`config.mk`:
```
export PLATFORM = sky130hd
export DESIGN_NAME = sar_adc_sequencer
export DESIGN_NICKNAME = d
export VERILOG_FILES = /design/src/core/bit_interval_timer.v /design/src/core/sar_adc_sequencer.v
export VERILOG_INCLUDE_DIRS = /design/src /design/src/core
export SDC_FILE = /design/constraint.sdc
export NUM_CORES = 1
export LEC_CHECK = 0
export BUFFER_PORTS_ARGS = -buffer_cell sky130_fd_sc_hd__buf_2
export CAP_MARGIN = 10
export CORE_UTILIZATION = 50
export CTS_CLUSTER_DIAMETER = 30
export DETAILED_ROUTE_END_ITERATION = 10
export PLACE_DENSITY = 0.82
export SYNTH_ARGS = -nofsm -noshare
export SYNTH_HDL_FRONTEND = slang
export SYNTH_SLANG_ARGS = --single-unit
```
`constraint.sdc`:
```
create_clock -name mclk -period 2.55 [get_ports mclk]
set_input_delay 0.51 -clock mclk [delete_from_list [all_inputs] [get_ports mclk]]
set_output_delay 0.51 -clock mclk [all_outputs]
set_load 0.01 [all_outputs]
```
`src/core/sar_adc_regs.vh`:
```
// constants for the successive-approximation converter sequencer
`ifndef SAR_ADC_REGS_VH
`define SAR_ADC_REGS_VH
`define SAR_BITS 12
`define SAR_INIT_CODE 12'h800
`define SAR_MSB_INDEX 4'hb
`define SAR_LSB_INDEX 4'h0
`define PAIR_NEG_MASK 4'h1
`define VERNIER_BITS 8
`define VERNIER_RESET 8'h80
`define CHAN_BITS 4
`define BIT_INTERVAL_CYCLES 8'h08
`define HOLD_SETTLE_CYCLES 8'h04
`endif

```
`src/core/bit_interval_timer.v`:
```
// interval timer that marks the end of each fixed-length step
`timescale 1ns/1ps
`default_nettype none
module bit_interval_timer (
    input wire mclk,
    input wire reset,
    input wire restart,
    input wire [7:0] length,
    output reg tick
);
    reg [7:0] count_reg;
    always @(posedge mclk) begin
        if (reset || restart) begin
            count_reg <= 8'h00;
            tick <= 1'b0;
        end else if (count_reg == length - 8'h01) begin
            count_reg <= 8'h00;
            tick <= 1'b1;
        end else begin
            count_reg <= count_reg + 8'h01;
            tick <= 1'b0;
        end
    end
endmodule
`default_nettype wire

```
`src/core/sar_adc_sequencer.v`:
```
// control sequencer for a 12-bit auto-zeroing successive-approximation converter
// Summary of operation
// - idle: sample-and-hold feedback closed, tracking input
// - start: open feedback, preamp drives comparator
// - then negative channel, or auto-zero if one-sided
// - feedback code starts at octal 4000
// - test bits MSB first down to LSB
// - latch comparator decision at each interval end
// - positive summing node drops the bit
// - after LSB, copy result to data buffer
// - vernier field is write-only, separate from result
// - vernier is 8-bit offset binary, +-2.5 LSB
// - 16 channels from two eight-way multiplexers
// - sampling enables the addressed multiplexer channel
// - one-sided hold: all channels off, auto-zero on
`timescale 1ns/1ps
`default_nettype none
`include "sar_adc_regs.vh"
module sar_adc_sequencer (
    input wire mclk,
    input wire reset,
    input wire start,
    input wire [3:0] channel,
    input wire one_sided_input_mode,
    input wire vernier_write,
    input wire [7:0] vernier_data,
    input wire comparator_positive,
    output reg track_switch,
    output reg compare_switch,
    output reg autozero_switch,
    output reg [7:0] mux_low_enable,
    output reg [7:0] mux_high_enable,
    output reg [11:0] dac_code,
    output reg [7:0] vernier_code,
    output reg [11:0] result,
    output reg done,
    output reg busy
);
    // =========================================
    // input synchronisers
    // both pins arrive unrelated to mclk; only the second flop is ever read
    localparam SYNC_START = 0;
    localparam SYNC_COMP = 1;
    localparam SYNC_PINS = 2;
    wire [SYNC_PINS-1:0] pin_async = {comparator_positive, start};
    wire [SYNC_PINS-1:0] pin_synced;
    genvar g;
    generate
        for (g = 0; g < SYNC_PINS; g = g + 1) begin : pin_sync
            reg meta_reg;
            reg stable_reg;
            always @(posedge mclk) begin
                if (reset) begin
                    meta_reg <= 1'b0;
                    stable_reg <= 1'b0;
                end else begin
                    meta_reg <= pin_async[g];
                    stable_reg <= meta_reg;
                end
            end
            assign pin_synced[g] = stable_reg;
        end
    endgenerate

    // edge detector idles low like the pin, so leaving reset gives no false start
    reg start_seen_reg;
    always @(posedge mclk) begin
        if (reset) begin
            start_seen_reg <= 1'b0;
        end else begin
            start_seen_reg <= pin_synced[SYNC_START];
        end
    end
    wire start_edge = pin_synced[SYNC_START] & ~start_seen_reg;
    wire comp_pos = pin_synced[SYNC_COMP];

    // =========================================
    // sequencer
    localparam S_SAMPLE = 3'b001;
    localparam S_HOLD = 3'b010;
    localparam S_TEST = 3'b100;
    reg [2:0] state_reg;
    reg [3:0] bit_reg;
    reg [11:0] sar_reg;
    reg [3:0] chan_reg;
    reg pair_neg_reg;
    reg restart_reg;
    wire tick;

    function [7:0] one_hot8;
        input [2:0] sel;
        begin
            one_hot8 = 8'h01 << sel;
        end
    endfunction

    // single-bit mask for one position of the approximation word
    function [11:0] bit_mask;
        input [3:0] idx;
        begin
            bit_mask = 12'h001 << idx;
        end
    endfunction

    // next feedback code: settle the bit under test, then try the one below it
    function [11:0] next_trial;
        input [11:0] code;
        input [3:0] idx;
        input keep;
        begin
            next_trial = (code & ~bit_mask(idx)) | (keep ? bit_mask(idx) : 12'h000);
            if (idx != `SAR_LSB_INDEX) begin
                next_trial = next_trial | bit_mask(idx - 4'h1);
            end
        end
    endfunction

    // hold step and bit tests share one timer; only the length changes
    bit_interval_timer timer (
        .mclk(mclk),
        .reset(reset),
        .restart(restart_reg),
        .length(state_reg == S_HOLD ? `HOLD_SETTLE_CYCLES : `BIT_INTERVAL_CYCLES),
        .tick(tick)
    );

    always @(posedge mclk) begin
        if (reset) begin
            state_reg <= S_SAMPLE;
            bit_reg <= 4'h0;
            sar_reg <= 12'h000;
            chan_reg <= 4'h0;
            pair_neg_reg <= 1'b0;
            restart_reg <= 1'b1;
            result <= 12'h000;
            done <= 1'b0;
            busy <= 1'b0;
            dac_code <= 12'h000;
        end else begin
            restart_reg <= 1'b0;
            case (state_reg)
                S_SAMPLE: begin
                    chan_reg <= channel;
                    pair_neg_reg <= 1'b0;
                    // timer held clear while idle, so a stale tick cannot cut the hold short
                    restart_reg <= 1'b1;
                    if (start_edge) begin
                        state_reg <= S_HOLD;
                        done <= 1'b0;
                        busy <= 1'b1;
                    end
                end
                S_HOLD: begin
                    pair_neg_reg <= 1'b1;
                    if (tick) begin
                        state_reg <= S_TEST;
                        sar_reg <= `SAR_INIT_CODE;
                        dac_code <= `SAR_INIT_CODE;
                        bit_reg <= `SAR_MSB_INDEX;
                    end
                end
                S_TEST: begin
                    if (tick) begin
                        // decision held for the rest of the conversion
                        // timer runs on: a restart here would stretch every interval
                        sar_reg[bit_reg] <= ~comp_pos;
                        dac_code <= next_trial(sar_reg, bit_reg, ~comp_pos);
                        if (bit_reg == `SAR_LSB_INDEX) begin
                            result <= next_trial(sar_reg, bit_reg, ~comp_pos);
                            done <= 1'b1;
                            busy <= 1'b0;
                            state_reg <= S_SAMPLE;
                        end else begin
                            bit_reg <= bit_reg - 4'h1;
                        end
                    end
                end
                default: state_reg <= S_SAMPLE;
            endcase
        end
    end

    // =========================================
    // analog switch drive
    // the negative side of a pair is the odd channel next to the selected one
    wire tracking = (state_reg == S_SAMPLE);
    // gated by tracking: the pair flag clears one cycle after the sequencer goes idle
    wire use_neg = ~tracking & pair_neg_reg;
    wire [3:0] mux_sel = use_neg ? (chan_reg | `PAIR_NEG_MASK) : chan_reg;
    wire zeroing = use_neg & one_sided_input_mode;
    always @(posedge mclk) begin
        if (reset) begin
            track_switch <= 1'b1;
            compare_switch <= 1'b0;
            autozero_switch <= 1'b0;
            mux_low_enable <= 8'h00;
            mux_high_enable <= 8'h00;
        end else begin
            track_switch <= tracking;
            compare_switch <= ~tracking;
            autozero_switch <= zeroing;
            if (zeroing) begin
                mux_low_enable <= 8'h00;
                mux_high_enable <= 8'h00;
            end else begin
                // two eight-way parts share one output
                mux_low_enable <= mux_sel[3] ? 8'h00 : one_hot8(mux_sel[2:0]);
                mux_high_enable <= mux_sel[3] ? one_hot8(mux_sel[2:0]) : 8'h00;
            end
        end
    end

    // =========================================
    // vernier offset, offset binary: 8'h80 is zero offset
    // write-only: the read path returns the result, never this field
    always @(posedge mclk) begin
        if (reset) begin
            vernier_code <= `VERNIER_RESET;
        end else if (vernier_write) begin
            vernier_code <= vernier_data;
        end
    end
endmodule
`default_nettype wire

```
==> impl_metrics.ini <==
[drt]
viasPerCell = 5.48
vias = 3359
drc = 0
routedWlPerCell_um = 14.1
firstDrtPassIters = 7
drtIter0Drc = 241
finalWirelength_um = 8640
antenna_left = 0

[yosys]
yosysMostFrequentCell = dfxtp_1
synthesis.nets = 475
synth_edf_count = 0
synth_area_mm2 = 0.00395
netlist.area_leader.share_pct = 46.1
yosysWarnings = 0
synth.largest_area_cell = dfxtp_1
netlist_instances = 451
async_reset_ff_share_pct = 0
yosys_register_bits = 91
ys_seq_area_share_pct = 46.1
synth_ff_type = dfxtp_1
synth_cell_type_count = 55
synthTopCellsByArea = dfxtp_1 (46%), nor2_1 (6.5%), a21oi_1 (4.8%)
syn_avg_cell_area_um2 = 8.75
synthTopCellsByCount = dfxtp_1 (91), nor2_1 (68), a21oi_1 (38), nand2_1 (34)

[power_and_ir_drop]
ir_worst_vdd_v = 0.000407
switchingPower_uw = 602
p_int_uw = 1950
totalPowerFinal_uw = 2550
power_leakage_uw = 0.00181
cellPowerDensity_mw_per_mm2 = 563
p_seq_share_pct = 57.3
p_comb_share_pct = 4.1
power_frac_clock_pct = 38.6
switching_share_pct = 23.6

[cells_and_area]
num_antenna_cells = 0
nets = 530
areaGrowthSynthToFinish_pct = 14.7
utilization_pct = 58.9
post_route_cells_drive_above_1_share_pct = 20.7

[clocking]
post-cts-setup-buffers = 0
path_clk_slew_ns = 0.09
cts_num_sinks = 91
clockBufferDepth = 2
cts_buffers = 9
htree_levels = 3
postCtsHoldBufs = 0
cts_tree = built
cts_resized = 0
clk_latency_ns = 0.36
root_buffer = clkbuf_8

[worst_setup_path]
path_max_fanout = 17
start_kind = register
crit_path_end_kind = register
critical_path_class = reg2reg
crit_arrival_ns = 2.48
cp.required_ns = 2.82

[global_routing]
grt-ovfl-total = 0
grt_antenna_before_repair = 0
grt_pass1_vias = 3073
grt_max_degree = 36
grt_pass1_wl_um = 14300
grt_util_all_layers_pct = 21.5

[floorplanning]
dieArea_mm2 = 0.00825
start_util_pct = 51.4
die_h_um = 90.9
rows = 32
core_area_mm2 = 0.00769
io_pins = 71
die_x_um = 90.9

[timing]
max_freq_ghz = 0.453
fin_setup_tns_ns = 0
tightest_slew_ns = 0.803
rsz0062_at_grt = no
final_max_slew_viol_count = 0
hold_violations = 0
setup-violations-final = 0
period_minus_slack_ns = 2.21
period_share_pct = 86.6
max-slew-margin-rel_pct = 46.4
clock-skew-final_ns = 0.00849

[run_status]
outcome = finished clean

[placement]
place.port_buffers = 70
hpwl_um = 6000
globalplace.congestion = 0.854

[job]
drv_cap = 0

[worst_hold_path]
hold_path_class = in2reg
==> critical path: stages (launching register included) <==
cell      delay (ns)
dfxtp_1         0.43
inv_1           0.15
ha_1            0.36
or3b_1          0.48
nor2_4          0.36
nor2_1          0.08
a211oi_1        0.24
==> stage by stage <==
stage	hold slack [ns]	setup WS, ns	cells	instance area, µm²
6_report	0.354	0.342	613	4530
4_1_cts	0.336	0.349	613	4530
2_1_floorplan	0.414	0.736	451	3950
3_5_place_dp	0.424	0.371	597	4330
5_1_grt	0.347	0.217	613	4530
3_3_place_gp	0.416	0.554	597	4330
==> power groups by stage <==
stage                     combinational (µW)  sequential, µW  clock (µW)
after global placement                   103            1490           0
final                                    105            1460         982
after floorplan                         63.9            1490           0
after global routing                     117            1460        1070
after CTS                                107            1460        1010
after detailed placement                 106            1490           0
==> final cells by class <==
cell class	instances	area, µm²
clock buffer	9	124
clock inverter	7	75.1
fill	673	3160
inverter	12	45.0
multi-input combinational	314	1920
sequential	91	1820
tap	102	128
timing repair buffer	78	410
==> worst paths after layout <==
path | slack [ns] | start | endpoint | cells after the start
worst max-delay path | 0.34 | bit_reg[0]$_SDFFE_PP0P_ | result[11]$_SDFFE_PP0P_ | 6
worst min-delay path | 0.35 | comparator_positive | pin_sync[1].meta_reg$_SDFF_PP0_ | 2
worst max register to register | 0.34 | bit_reg[0]$_SDFFE_PP0P_ | result[11]$_SDFFE_PP0P_ | 6
worst min register to register | 0.44 | pin_sync[1].meta_reg$_SDFF_PP0_ | comp_pos$_SDFF_PP0_ | 1
==> logic make-up after synthesis <==
group	after synthesis	synth area share, %
flops	91	46.1
xor+xnor	8	1.78
simple gates	189	25.3
compound gates	97	16.2
fa+ha+maj	6	1.90
mux	14	3.55
buf+inv	46	5.13
==> per-layer routing <==
| metal | GRT usage [%] | wire length, µm | up-vias | part of all wire (%) |
|---|---|---|---|---|
| met5 | 0 | 0 | - | 0 |
| li1 | - | - | 1685 | - |
| met4 | 8.07 | 146 | 0 | 1.7 |
| met3 | 6.82 | 631 | 15 | 7.3 |
| met2 | 34.8 | 3990 | 123 | 46 |
| met1 | 26.8 | 3870 | 1536 | 45 |
==> layout by cell type (no fill, tap or decap), drive strengths merged, types with 2 or more instances in the layout <==
| cell type | instances |
|---|---|
| clkbuf | 9 |
| a211oi | 10 |
| xor2 | 3 |
| a21oi | 39 |
| a22oi | 2 |
| mux2i | 14 |
| a311oi | 6 |
| o41ai | 4 |
| o21bai | 3 |
| and3b | 7 |
| clkinvlp | 3 |
| nand3b | 5 |
| nand3 | 12 |
| or3b | 4 |
| xnor2 | 5 |
| dfxtp | 91 |
| nand2 | 34 |
| buf | 78 |
| inv | 14 |
| a21o | 3 |
| and4 | 4 |
| nor3 | 13 |
| nor4 | 4 |
| or2 | 2 |
| o21ai | 20 |
| ha | 6 |
| nor2 | 69 |
| and3 | 2 |
| nor3b | 6 |
| nand2b | 5 |
| nor4b | 3 |
| o31ai | 3 |
| nor2b | 11 |
| nor4bb | 4 |
No activity file was read; power rests on OpenSTA's default activity.
